**src/pkg/dcs_pkg.sv**
```systemverilog
// Constants, types and register map for the dual-channel converter sequencer.
// Assumes one peripheral clock and an AXI4-Lite master with 32-bit data.
// Functional notes
// Channel bit 0 selects second input, 1 first
// High byte: 8 MSBs; low byte: 2 LSBs
// Converter clock is peripheral clock divided by factor
// Divider factor zero means divide by thirty-two
// Start bit reads one while conversion runs
// Result ready eleven converter clocks after start
// End sets done flag and clears start bit
// Hardware only sets done flag; software clears it
// Interrupt request needs converter interrupt enable set
// Freeze bit with start stalls CPU until end
// Freeze bit cleared by hardware at conversion end
// Only CPU core stalls; peripherals keep running
// Interrupts held pending during stall, serviced after
// Software sets freeze together with start bit
// Converter powered only while enable bit set
// Software waits settle time after enable
// Clearing enable puts converter in standby
// Control bit positions fixed; reserved bits read zero
// Divider register: 5-bit factor, upper bits zero
// Start write during conversion is ignored
// Both result bytes update together at end
package dcs_pkg;

  localparam int unsigned DCS_DATA_W = 32;
  localparam int unsigned DCS_RES_W = 10;
  localparam int unsigned DCS_FACT_W = 5;

  // ----------------------------------------------------------------------
  // Register indices (byte address is four times the index)
  // ----------------------------------------------------------------------
  localparam logic [7:0] IDX_CLKDIV = 8'hF2;
  localparam logic [7:0] IDX_CTRL = 8'hF3;
  localparam logic [7:0] IDX_RES_LO = 8'hF4;
  localparam logic [7:0] IDX_RES_HI = 8'hF5;
  localparam logic [7:0] IDX_IEN = 8'hF6;

  // ----------------------------------------------------------------------
  // Field positions
  // ----------------------------------------------------------------------
  localparam int unsigned CTRL_CHAN_BIT = 0;
  localparam int unsigned CTRL_START_BIT = 3;
  localparam int unsigned CTRL_DONE_BIT = 4;
  localparam int unsigned CTRL_EN_BIT = 5;
  localparam int unsigned CTRL_FREEZE_BIT = 6;
  localparam int unsigned IEN_CONV_BIT = 0;

  // ----------------------------------------------------------------------
  // Reset values and timing counts
  // ----------------------------------------------------------------------
  localparam logic [4:0] CLKDIV_RST = 5'h00;
  localparam logic IEN_RST = 1'b0;
  localparam logic [9:0] RES_RST = 10'h000;
  localparam logic [4:0] DIV_ZERO_RELOAD = 5'h1F;
  localparam logic [3:0] CONV_TICKS = 4'hB;
  localparam logic [3:0] SAR_TOP_BIT = 4'h9;
  localparam logic [9:0] SAR_FIRST_TRIAL = 10'h200;

  localparam logic [1:0] RESP_OKAY = 2'h0;
  localparam logic [1:0] RESP_SLVERR = 2'h2;

  // ----------------------------------------------------------------------
  // Types
  // ----------------------------------------------------------------------
  typedef enum logic [2:0] {
    ST_IDLE = 3'h1,
    ST_SAMPLE = 3'h2,
    ST_CONV = 3'h4
  } dcs_state_t;

  typedef struct packed {
    logic freeze;
    logic enable;
    logic done;
    logic chan;
  } dcs_ctrl_t;

  typedef struct packed {
    logic powered;
    logic sel_second;
    logic sample;
    logic [9:0] dac_code;
  } dcs_afe_t;

  localparam dcs_ctrl_t CTRL_RST = '0;

endpackage

```
**src/hw/dcs_clk_div.sv**
```systemverilog
// Converter clock divider producing a one-cycle tick per converter period.
// Assumes the factor is stable while run is high.
`timescale 1ns/1ps
module dcs_clk_div import dcs_pkg::*; #(
  parameter int unsigned FW = DCS_FACT_W
) (
  input wire logic ref_clk,
  input wire logic srst,
  input wire logic run,
  input wire logic [FW-1:0] factor,
  output logic tick
);

  logic [FW-1:0] cnt_q;

  if (FW != DCS_FACT_W) begin : g_chk
    $error("dcs_clk_div: factor width must be five");
  end

  function automatic logic [FW-1:0] reload(input logic [FW-1:0] f);
    if (f == '0) begin
      return DIV_ZERO_RELOAD;
    end
    return f - {{(FW-1){1'b0}}, 1'b1};
  endfunction

  // ----------------------------------------------------------------------
  // Down counter, restarted whenever run is low
  // ----------------------------------------------------------------------
  always_ff @(posedge ref_clk) begin
    if (srst || !run) begin
      cnt_q <= reload(factor);
      tick <= 1'b0;
    end else if (cnt_q == '0) begin
      cnt_q <= reload(factor);
      tick <= 1'b1;
    end else begin
      cnt_q <= cnt_q - {{(FW-1){1'b0}}, 1'b1};
      tick <= 1'b0;
    end
  end

  a_zero_factor: assert property (@(posedge ref_clk) disable iff (srst)
    (run && factor == '0 && cnt_q == '0) |=> tick && cnt_q == DIV_ZERO_RELOAD)
    else $error("zero factor did not give a thirty-two cycle period");

endmodule // dcs_clk_div

```
**src/hw/dcs_adc_seq.sv**
```systemverilog
// Converter sequencer: AXI4-Lite registers, SAR sequencing, CPU freeze.
// Assumes an analog front end with sample-hold, DAC and comparator.
//
// The implementer's own choices: the placing of the registers and register access over AXI4-Lite.
`timescale 1ns/1ps
module dcs_adc_seq import dcs_pkg::*; #(
  parameter int unsigned ADDR_W = 12
) (
  input wire logic ref_clk,
  input wire logic srst,
  input wire logic [ADDR_W-1:0] s_axi_awaddr,
  input wire logic [2:0] s_axi_awprot,
  input wire logic s_axi_awvalid,
  output logic s_axi_awready,
  input wire logic [31:0] s_axi_wdata,
  input wire logic [3:0] s_axi_wstrb,
  input wire logic s_axi_wvalid,
  output logic s_axi_wready,
  output logic [1:0] s_axi_bresp,
  output logic s_axi_bvalid,
  input wire logic s_axi_bready,
  input wire logic [ADDR_W-1:0] s_axi_araddr,
  input wire logic [2:0] s_axi_arprot,
  input wire logic s_axi_arvalid,
  output logic s_axi_arready,
  output logic [31:0] s_axi_rdata,
  output logic [1:0] s_axi_rresp,
  output logic s_axi_rvalid,
  input wire logic s_axi_rready,
  output dcs_afe_t afe_ctl,
  input wire logic comp_above,
  output logic cpu_stall,
  output logic int_hold,
  output logic conv_irq
);

  if (ADDR_W < 10) begin : g_chk
    $error("dcs_adc_seq: address width too small for register map");
  end

  dcs_ctrl_t ctrl_q;
  dcs_state_t state_q;
  logic [4:0] div_q;
  logic ien_q;
  logic [9:0] res_q;
  logic [9:0] sar_q;
  logic [3:0] bit_q;
  logic aw_got_q;
  logic w_got_q;
  logic [ADDR_W-1:0] awaddr_q;
  logic [31:0] wdata_q;
  logic [3:0] wstrb_q;
  logic [31:0] rd_val;
  logic rd_ok;
  logic wr_fire;
  logic wr_ok;
  logic wr_ctrl;
  logic busy;
  logic tick;
  logic start_ok;
  logic finish;
  logic abort;
  logic [3:0] tick_cnt_q;

  function automatic logic is_reg(input logic [ADDR_W-1:0] a, input logic [7:0] idx);
    return a == ADDR_W'({idx, 2'b00});
  endfunction

  // ----------------------------------------------------------------------
  // Write channels
  // ----------------------------------------------------------------------
  assign s_axi_awready = !aw_got_q;
  assign s_axi_wready = !w_got_q;
  assign wr_fire = aw_got_q && w_got_q && !s_axi_bvalid;
  assign wr_ok = is_reg(awaddr_q, IDX_CTRL) || is_reg(awaddr_q, IDX_CLKDIV)
    || is_reg(awaddr_q, IDX_IEN);
  assign wr_ctrl = wr_fire && wstrb_q[0] && is_reg(awaddr_q, IDX_CTRL);

  always_ff @(posedge ref_clk) begin
    if (srst) begin
      aw_got_q <= 1'b0;
      awaddr_q <= '0;
    end else if (s_axi_awvalid && !aw_got_q) begin
      aw_got_q <= 1'b1;
      awaddr_q <= s_axi_awaddr;
    end else if (wr_fire) begin
      aw_got_q <= 1'b0;
    end
  end

  always_ff @(posedge ref_clk) begin
    if (srst) begin
      w_got_q <= 1'b0;
      wdata_q <= '0;
      wstrb_q <= '0;
    end else if (s_axi_wvalid && !w_got_q) begin
      w_got_q <= 1'b1;
      wdata_q <= s_axi_wdata;
      wstrb_q <= s_axi_wstrb;
    end else if (wr_fire) begin
      w_got_q <= 1'b0;
    end
  end

  always_ff @(posedge ref_clk) begin
    if (srst) begin
      s_axi_bvalid <= 1'b0;
      s_axi_bresp <= RESP_OKAY;
    end else if (wr_fire) begin
      s_axi_bvalid <= 1'b1;
      s_axi_bresp <= wr_ok ? RESP_OKAY : RESP_SLVERR;
    end else if (s_axi_bready) begin
      s_axi_bvalid <= 1'b0;
    end
  end

  // ----------------------------------------------------------------------
  // Software registers
  // ----------------------------------------------------------------------
  always_ff @(posedge ref_clk) begin
    if (srst) begin
      div_q <= CLKDIV_RST;
      ien_q <= IEN_RST;
    end else if (wr_fire && wstrb_q[0]) begin
      if (is_reg(awaddr_q, IDX_CLKDIV)) begin
        div_q <= wdata_q[4:0];
      end
      if (is_reg(awaddr_q, IDX_IEN)) begin
        ien_q <= wdata_q[IEN_CONV_BIT];
      end
    end
  end

  always_ff @(posedge ref_clk) begin
    if (srst) begin
      ctrl_q <= CTRL_RST;
    end else begin
      if (wr_ctrl) begin
        ctrl_q.chan <= wdata_q[CTRL_CHAN_BIT];
        ctrl_q.enable <= wdata_q[CTRL_EN_BIT];
        ctrl_q.done <= wdata_q[CTRL_DONE_BIT];
        if (state_q == ST_IDLE) begin
          ctrl_q.freeze <= wdata_q[CTRL_FREEZE_BIT];
        end
      end
      if (finish) begin
        ctrl_q.done <= 1'b1;
        ctrl_q.freeze <= 1'b0;
      end
      if (abort) begin
        ctrl_q.freeze <= 1'b0;
      end
    end
  end

  // ----------------------------------------------------------------------
  // Conversion sequencing
  // ----------------------------------------------------------------------
  assign busy = state_q != ST_IDLE;
  assign start_ok = wr_ctrl && wdata_q[CTRL_START_BIT] && wdata_q[CTRL_EN_BIT]
    && state_q == ST_IDLE;
  assign finish = state_q == ST_CONV && tick && bit_q == '0;
  assign abort = busy && !ctrl_q.enable;

  dcs_clk_div #(
    .FW(DCS_FACT_W)
  ) u_div (
    .ref_clk(ref_clk),
    .srst(srst),
    .run(busy),
    .factor(div_q),
    .tick(tick)
  );

  always_ff @(posedge ref_clk) begin
    if (srst) begin
      state_q <= ST_IDLE;
    end else begin
      unique case (state_q)
        ST_IDLE: begin
          if (start_ok) begin
            state_q <= ST_SAMPLE;
          end
        end
        ST_SAMPLE: begin
          if (abort) begin
            state_q <= ST_IDLE;
          end else if (tick) begin
            state_q <= ST_CONV;
          end
        end
        ST_CONV: begin
          if (abort || finish) begin
            state_q <= ST_IDLE;
          end
        end
        default: begin
          state_q <= ST_IDLE;
        end
      endcase
    end
  end

  always_ff @(posedge ref_clk) begin
    if (srst) begin
      sar_q <= '0;
      bit_q <= '0;
    end else if (start_ok) begin
      sar_q <= '0;
      bit_q <= SAR_TOP_BIT;
    end else if (tick && state_q == ST_SAMPLE) begin
      sar_q <= SAR_FIRST_TRIAL;
    end else if (tick && state_q == ST_CONV) begin
      sar_q[bit_q] <= comp_above;
      if (bit_q != '0) begin
        sar_q[bit_q - 4'h1] <= 1'b1;
        bit_q <= bit_q - 4'h1;
      end
    end
  end

  always_ff @(posedge ref_clk) begin
    if (srst) begin
      res_q <= RES_RST;
    end else if (finish) begin
      res_q <= {sar_q[9:1], comp_above};
    end
  end

  always_ff @(posedge ref_clk) begin
    if (srst || start_ok) begin
      tick_cnt_q <= '0;
    end else if (tick && busy) begin
      tick_cnt_q <= tick_cnt_q + 4'h1;
    end
  end

  // ----------------------------------------------------------------------
  // Front end, core and interrupt controls
  // ----------------------------------------------------------------------
  assign afe_ctl.powered = ctrl_q.enable;
  assign afe_ctl.sel_second = !ctrl_q.chan;
  assign afe_ctl.sample = state_q == ST_SAMPLE;
  assign afe_ctl.dac_code = sar_q;
  assign cpu_stall = ctrl_q.freeze && busy;
  assign int_hold = cpu_stall;
  assign conv_irq = ctrl_q.done && ien_q;

  // ----------------------------------------------------------------------
  // Read channel
  // ----------------------------------------------------------------------
  always_comb begin
    rd_val = '0;
    rd_ok = 1'b1;
    if (is_reg(s_axi_araddr, IDX_CTRL)) begin
      rd_val[CTRL_CHAN_BIT] = ctrl_q.chan;
      rd_val[CTRL_START_BIT] = busy;
      rd_val[CTRL_DONE_BIT] = ctrl_q.done;
      rd_val[CTRL_EN_BIT] = ctrl_q.enable;
      rd_val[CTRL_FREEZE_BIT] = ctrl_q.freeze;
    end else if (is_reg(s_axi_araddr, IDX_CLKDIV)) begin
      rd_val[4:0] = div_q;
    end else if (is_reg(s_axi_araddr, IDX_RES_HI)) begin
      rd_val[7:0] = res_q[9:2];
    end else if (is_reg(s_axi_araddr, IDX_RES_LO)) begin
      rd_val[1:0] = res_q[1:0];
    end else if (is_reg(s_axi_araddr, IDX_IEN)) begin
      rd_val[IEN_CONV_BIT] = ien_q;
    end else begin
      rd_ok = 1'b0;
    end
  end

  assign s_axi_arready = !s_axi_rvalid;

  always_ff @(posedge ref_clk) begin
    if (srst) begin
      s_axi_rvalid <= 1'b0;
      s_axi_rdata <= '0;
      s_axi_rresp <= RESP_OKAY;
    end else if (s_axi_arvalid && !s_axi_rvalid) begin
      s_axi_rvalid <= 1'b1;
      s_axi_rdata <= rd_val;
      s_axi_rresp <= rd_ok ? RESP_OKAY : RESP_SLVERR;
    end else if (s_axi_rready) begin
      s_axi_rvalid <= 1'b0;
    end
  end

  // ----------------------------------------------------------------------
  // Assertions
  // ----------------------------------------------------------------------
  a_chan_select: assert property (@(posedge ref_clk) disable iff (srst)
    afe_ctl.sel_second == !ctrl_q.chan)
    else $error("channel select inverted");
  a_result_split: assert property (@(posedge ref_clk) disable iff (srst)
    finish |=> res_q[9:2] == $past(sar_q[9:2]) && res_q[0] == $past(comp_above))
    else $error("result bytes not loaded from sample");
  a_conv_length: assert property (@(posedge ref_clk) disable iff (srst)
    finish |-> (tick_cnt_q + 4'h1) == CONV_TICKS)
    else $error("conversion not eleven converter clocks");
  a_end_flags: assert property (@(posedge ref_clk) disable iff (srst)
    finish |=> ctrl_q.done && !busy && !ctrl_q.freeze)
    else $error("end of conversion flags wrong");
  a_done_sticky: assert property (@(posedge ref_clk) disable iff (srst)
    (ctrl_q.done && !wr_ctrl) |=> ctrl_q.done)
    else $error("done flag cleared by hardware");
  a_irq_gate: assert property (@(posedge ref_clk) disable iff (srst)
    conv_irq == (ctrl_q.done && ien_q))
    else $error("interrupt request not gated by enable");
  a_stall_span: assert property (@(posedge ref_clk) disable iff (srst)
    (start_ok && wdata_q[CTRL_FREEZE_BIT]) |=> cpu_stall && int_hold)
    else $error("core not stalled at launch");
  a_power_follow: assert property (@(posedge ref_clk) disable iff (srst)
    $fell(ctrl_q.enable) |-> !afe_ctl.powered ##1 !busy)
    else $error("converter not put in standby");
  a_no_restart: assert property (@(posedge ref_clk) disable iff (srst)
    (state_q == ST_CONV && wr_ctrl && ctrl_q.enable && wdata_q[CTRL_EN_BIT])
    |=> state_q != ST_SAMPLE)
    else $error("running conversion restarted");

endmodule // dcs_adc_seq

```
**config.mk**
```make
export PLATFORM = sky130hd
export DESIGN_NAME = dcs_adc_seq
export DESIGN_NICKNAME = d
export VERILOG_FILES = /design/src/pkg/dcs_pkg.sv /design/src/hw/dcs_clk_div.sv /design/src/hw/dcs_adc_seq.sv
export SDC_FILE = /design/constraint.sdc
export NUM_CORES = 1
export LEC_CHECK = 0
export ABC_AREA = 1
export BUFFER_PORTS_ARGS = -buffer_cell sky130_fd_sc_hd__buf_4
export CORE_ASPECT_RATIO = 1.4
export CORE_MARGIN = 2
export CORE_UTILIZATION = 35
export CTS_BUF_LIST = sky130_fd_sc_hd__clkbuf_2 sky130_fd_sc_hd__clkbuf_4 sky130_fd_sc_hd__clkbuf_8
export CTS_CLUSTER_SIZE = 24
export DETAILED_ROUTE_END_ITERATION = 6
export PLACE_DENSITY_LB_ADDON = 0.15
export SKIP_LAST_GASP = 1
export SYNTH_ARGS = -nofsm -noshare
export SYNTH_HDL_FRONTEND = slang
export SYNTH_HIERARCHICAL = 1
export SYNTH_SLANG_ARGS = --single-unit
```
**constraint.sdc**
```tcl
create_clock -name ref_clk -period 2.25 [get_ports ref_clk]
set_input_delay 0.225 -clock ref_clk [delete_from_list [all_inputs] [get_ports ref_clk]]
set_output_delay 0.225 -clock ref_clk [all_outputs]
set_load 0.005 [all_outputs]
```
Word level (Yosys, flattened, before mapping). Cells that the tools add are included.

Output and inout bits: 57. Flip-flop bits (word level): 79. Input port bits: 74. Logic and storage cells: 153.

Magnitude comparators: 4. Mux-type cells: 54. Equality and inequality tests: 16. Add/subtract/negate cells: 3. Reductions and logical operators: 50. Bitwise gates (word level): 2.

Operator list (count): $eq 12x10->1 const B (8); $mux 10 (3); $mux 5 (6); $mux 1 (25); $mux 4 (5); $logic_and 1x1->1 (18); $reduce_bool 2->1 (8); $mux 3 (5); $bwmux 10 (1); $logic_not 5->1 (2); $lt 4x5->1 const B (2); $mux 2 (5); $or 10x10->10 (1); $sub 5x1->5 const B (2); $pmux 3 s3 (1); $reduce_and 3->1 (3); $demux 1 s4 (2); $ge 4x1->1 const B (2); $logic_not 1->1 (7); $mux 6 (1); $ne 3x1->1 const B (2); $reduce_and 2->1 (3); $reduce_or 3->1 (2); $logic_not 4->1 (1); other kinds (10) (14).

Logic depth before layout (Yosys ltp).
Depth after elaboration: 9. Mapped depth: 10. Mapped depth without buffers: 10.

Cells and area by module. The synthesis kept the hierarchy.

Modules (own cells, without submodules): dcs_adc_seq (instances 1, area an instance 3598.5 µm², cells an instance 512); dcs_clk_div (instances 1, area an instance 386.6 µm², cells an instance 58).

Worst setup path before layout. OpenSTA, ideal clock, no wires.

Kind: register to register. Start point: reg bit_q[0]. End point: reg sar_q[6]. Path buffers: 0. Data arrival time: 1415 ps. Period minus slack after synthesis: 1534 ps. Setup slack: 716 ps. Cell stages (with the launch flop): 9. Required time: 2131 ps. Cells stage by stage: dfxtp_1 > inv_1 > ha_1 > xnor2_1 > nor2_1 > inv_1 > nor2_1 > nor3b_1 > nor2_1.

Cells in the longest elaborated chain, start to end: 7. Elaborated cells on any way between the ends: 15. Classes of those cells: add/sub (1); order compare (4); mux (6); bitwise (1); reduce/logical (3).

RTL lines: from (decl) (RTL line dcs_adc_seq.sv:47) `logic [3:0] bit_q;`; from (signal assigned) (RTL line dcs_adc_seq.sv:217) `bit_q <= bit_q - 4'h1;`; $sub 4x1->4 (tied with other cells) (RTL line dcs_adc_seq.sv:216) `sar_q[bit_q - 4'h1] <= 1'b1;`; $lt 4x5->1 (implied by the code) (tied with other cells) (RTL line dcs_adc_seq.sv:216); $logic_and 1x1->1 (implied by the code) / $mux 1 (equally long branches) (RTL line dcs_adc_seq.sv:216, dcs_adc_seq.sv:214); $mux 1 (implied by the code) / $demux 1 s4 (equally long branches) (RTL line dcs_adc_seq.sv:216, dcs_adc_seq.sv:214); $demux 1 s4 / $bwmux 10 (equally long branches) (RTL line dcs_adc_seq.sv:216, dcs_adc_seq.sv:214); $or 10x10->10 (no line); $mux 10 (*) (RTL line dcs_adc_seq.sv:215) `if (bit_q != '0) begin`; to (signal, indexed assignment) (RTL line dcs_adc_seq.sv:214) `sar_q[bit_q] <= comp_above;`; to (decl) (RTL line dcs_adc_seq.sv:46) `logic [9:0] sar_q;`.

Mark *: on every way between the ends. The rest lies on a longest branch, timed or not. A chain may end at the register's enable or synchronous reset.

Worst setup path in the final report. Same ends and word-level chain as after synthesis.

==> impl_metrics.env <==
export IMPL_min_delay_start="s_axi_bready"
export IMPL_crit_slowest_cell="dfxtp_1"
export IMPL_worstPathArrival_ns=2.02
export IMPL_htreeDepth=3
export IMPL_rsz0062_at_grt="no"
export IMPL_layout_commonest_cell="nor2_1"
export IMPL_clkTransAtPathRegs_ns=0.08
export IMPL_ys_warn_count=6
export IMPL_multiInputGateArea_um2=1960
export IMPL_min_period_over_period=0.784
export IMPL_placed_area_um2=4540
export IMPL_row_count=46
export IMPL_core_area_um2=11200
export IMPL_stdcell_area_um2=4790
export IMPL_power_leakage_nw=2.28
export IMPL_wirelength_mm=9.75
export IMPL_fmax_mhz=567
export IMPL_ff_latch_area_um2=1540
export IMPL_max_stage_delay_ns=0.37
export IMPL_synth_area_top_cells="dfxtp_1, nor2_1, nand2_1"
export IMPL_netlist_instances=570
export IMPL_overflow=0
export IMPL_wl_per_cell_um=12.4
export IMPL_ant_nets=0
export IMPL_antenna_found_initial=0
export IMPL_tritoncts="built"
export IMPL_clk_latency_ns=0.35
export IMPL_cts_buffers=9
export IMPL_outcome="finished, final reports clean"
export IMPL_critical_path_max_fanout=7
export IMPL_start_util=0.355
export IMPL_grt_pass1_wl_mm=16.0
export IMPL_netlist_area_um2=3990
export IMPL_syn_avg_cell_area_um2=6.99
export IMPL_antenna_cells=0
export IMPL_cts_setup_buffers=0
export IMPL_mostFrequentLayoutCells="nor2_1, nand2_1, dfxtp_1"
export IMPL_power_switching_mw=0.706
export IMPL_cts_resized=0
export IMPL_start_kind="register"
export IMPL_cts_sinks=77
export IMPL_grtUsageTotal=0.164
export IMPL_clkPwrFrac=0.437
export IMPL_area_growth_pct=20.3
export IMPL_intPower_mw=2.30
export IMPL_grt_max_degree=45
export IMPL_drt_vias_per_instance=4.66
export IMPL_clockBufferDepth=2
export IMPL_setup_viol=0
export IMPL_fillCellCount=1210
export IMPL_fin_crit_ns=1.76
export IMPL_synth_edf_count=0
export IMPL_pwr_share_comb=0.085
export IMPL_ios=131
export IMPL_synth_cell_types=43
export IMPL_cp_top_family="simple AND/OR/NAND/NOR gates"
export IMPL_ys_seq_elements=77
export IMPL_crit_top_cell="nor2_1"
export IMPL_worst_pin_slew_ns=0.576
export IMPL_grt_pass1_vias=3410
export IMPL_setup_tns_ns=0
export IMPL_ir_worst_vdd_uv=355
export IMPL_setup_worst_path_start="bit_q[0]"
export IMPL_maxCapViolations=0
export IMPL_drtPass1Iterations=4
export IMPL_drc=0
export IMPL_finalWeightedCongestion=0.845
export IMPL_power_density_nw_per_um2=627
export IMPL_async_flop_share=0
export IMPL_yosysTopAreaCell="dfxtp_1"
export IMPL_critical_path_cell_chain="inv_1, ha_1, xnor2_1, nor2_1, inv_1, nor2_1, nor3b_1, nor2_1"
export IMPL_nets=721
export IMPL_via_count=3669
export IMPL_hold_ws_ns=0.0600
export IMPL_synth_top_area_share=0.387
export IMPL_portBuffers=70
export IMPL_r2r_start="bit_q[0]"
export IMPL_hold_viol=0
export IMPL_yosysSeqAreaShare=0.387
export IMPL_slew_viol_final=0
export IMPL_root_buffer="clkbuf_8"
export IMPL_yosys_most_used_dff="dfxtp_1"
export IMPL_worst_hold_path_type="input port to register"
export IMPL_holdBufCountCts=0
export IMPL_cp_num_buf_inv=2
export IMPL_fp_dieArea_um2=12300
export IMPL_dp_hpwl_mm=7.57
export IMPL_drt_iter0_drc=177
export IMPL_swShare=0.235
export IMPL_die_h_um=130
export IMPL_end_kind="register"
export IMPL_slew_headroom=0.613
export IMPL_pwr_share_seq=0.478
export IMPL_layout_drive_gt1_share=0.180
export IMPL_crit_required_ns=2.50
export IMPL_die_x_um=94.2
export IMPL_finClkSkew_ns=0.00816
export IMPL_worstSetupPathType="register to register"
[routing by layer]
metal	track usage	part of all wire	vias up
met3	0.0329	0.044	17
li1	-	-	1911
met4	0.0742	0.029	0
met5	0	0	-
met1	0.194	0.43	1647
met2	0.284	0.49	94
[stage by stage]
step / worst slack, ns / power, mW / cells / utilization
final: 0.486 / 3.00 / 788 / 0.427
after global routing: 0.255 / 3.14 / 788 / 0.427
after CTS: 0.468 / 3.05 / 788 / 0.427
after detailed placement: 0.491 / 1.72 / 772 / 0.405
after global placement: 0.477 / 1.72 / 772 / 0.405
after floorplan: 0.716 / 1.64 / 595 / -
[worst register-to-register path: cells and delay by family, from the launching register on]
family | cells | cell delay, ns
DFF | 1 | 0.37
and+or+nand+nor | 4 | 0.40
buffers and inverters | 2 | 0.25
adders and majority gates | 1 | 0.28
xor gates and xnor gates | 1 | 0.36
[Yosys cell counts (2+ instances only)]
| library cell | n |
|---|---|
| a21oi_1 | 36 |
| buf_2 | 2 |
| buf_4 | 28 |
| clkbuf_1 | 8 |
| dfxtp_1 | 77 |
| ha_1 | 8 |
| inv_1 | 76 |
| inv_2 | 5 |
| nand2_1 | 81 |
| nand2_2 | 3 |
| nand2_4 | 2 |
| nand3_1 | 35 |
| nand3_2 | 4 |
| nand4_1 | 13 |
| nor2_1 | 98 |
| nor2_2 | 5 |
| nor2_4 | 2 |
| nor3_1 | 5 |
| o211ai_1 | 6 |
| o21a_1 | 2 |
| o21ai_0 | 46 |
| o21ai_1 | 4 |
| o31ai_1 | 2 |
| xnor2_1 | 2 |
| xor2_1 | 2 |
[registers in the layout, indices dropped and copies added, names as in the netlist, 3 cells and up]
register and count:
awaddr_q 12, bit_q 4, ctrl_q 3, div_q 5
res_q 10, s_axi_rdata 8, sar_q 10, state_q 3
u_div/cnt_q 5, wdata_q 7
[area by class of cell]
| class | count | area share |
|---|---|---|
| Tap cell | 144 | 0.0376 |
| Clock buffer | 11 | 0.0303 |
| Inverter | 82 | 0.0642 |
| Sequential cell | 77 | 0.322 |
| Timing Repair Buffer | 73 | 0.114 |
| Multi-Input combinational cell | 396 | 0.410 |
| Clock inverter | 5 | 0.0222 |
[logic make-up after synthesis]
kind of cell / share of synthesized area
compound gates: 0.139
xor+xnor: 0.00879
fa+ha+maj: 0.0251
buf+inv: 0.144
flops: 0.387
other cells: 0.000941
simple gates: 0.295
[worst paths after layout]
kind	endpoint	slack, ns	depth (start not counted)
worst max register to register	sar_q[6]	0.49	8
worst min register to register	awaddr_q[10]	0.46	2
worst min-delay path	s_axi_bvalid	0.06	2
worst max-delay path	sar_q[6]	0.49	8
[power groups by stage]
stage	clock network (mW)	logic, mW	registers (mW)
after global placement	0	0.253	1.47
after detailed placement	0	0.256	1.47
after CTS	1.36	0.257	1.44
final	1.31	0.255	1.44
after global routing	1.40	0.296	1.44
after floorplan	0	0.179	1.46
Power figures use the tool's default switching activity.
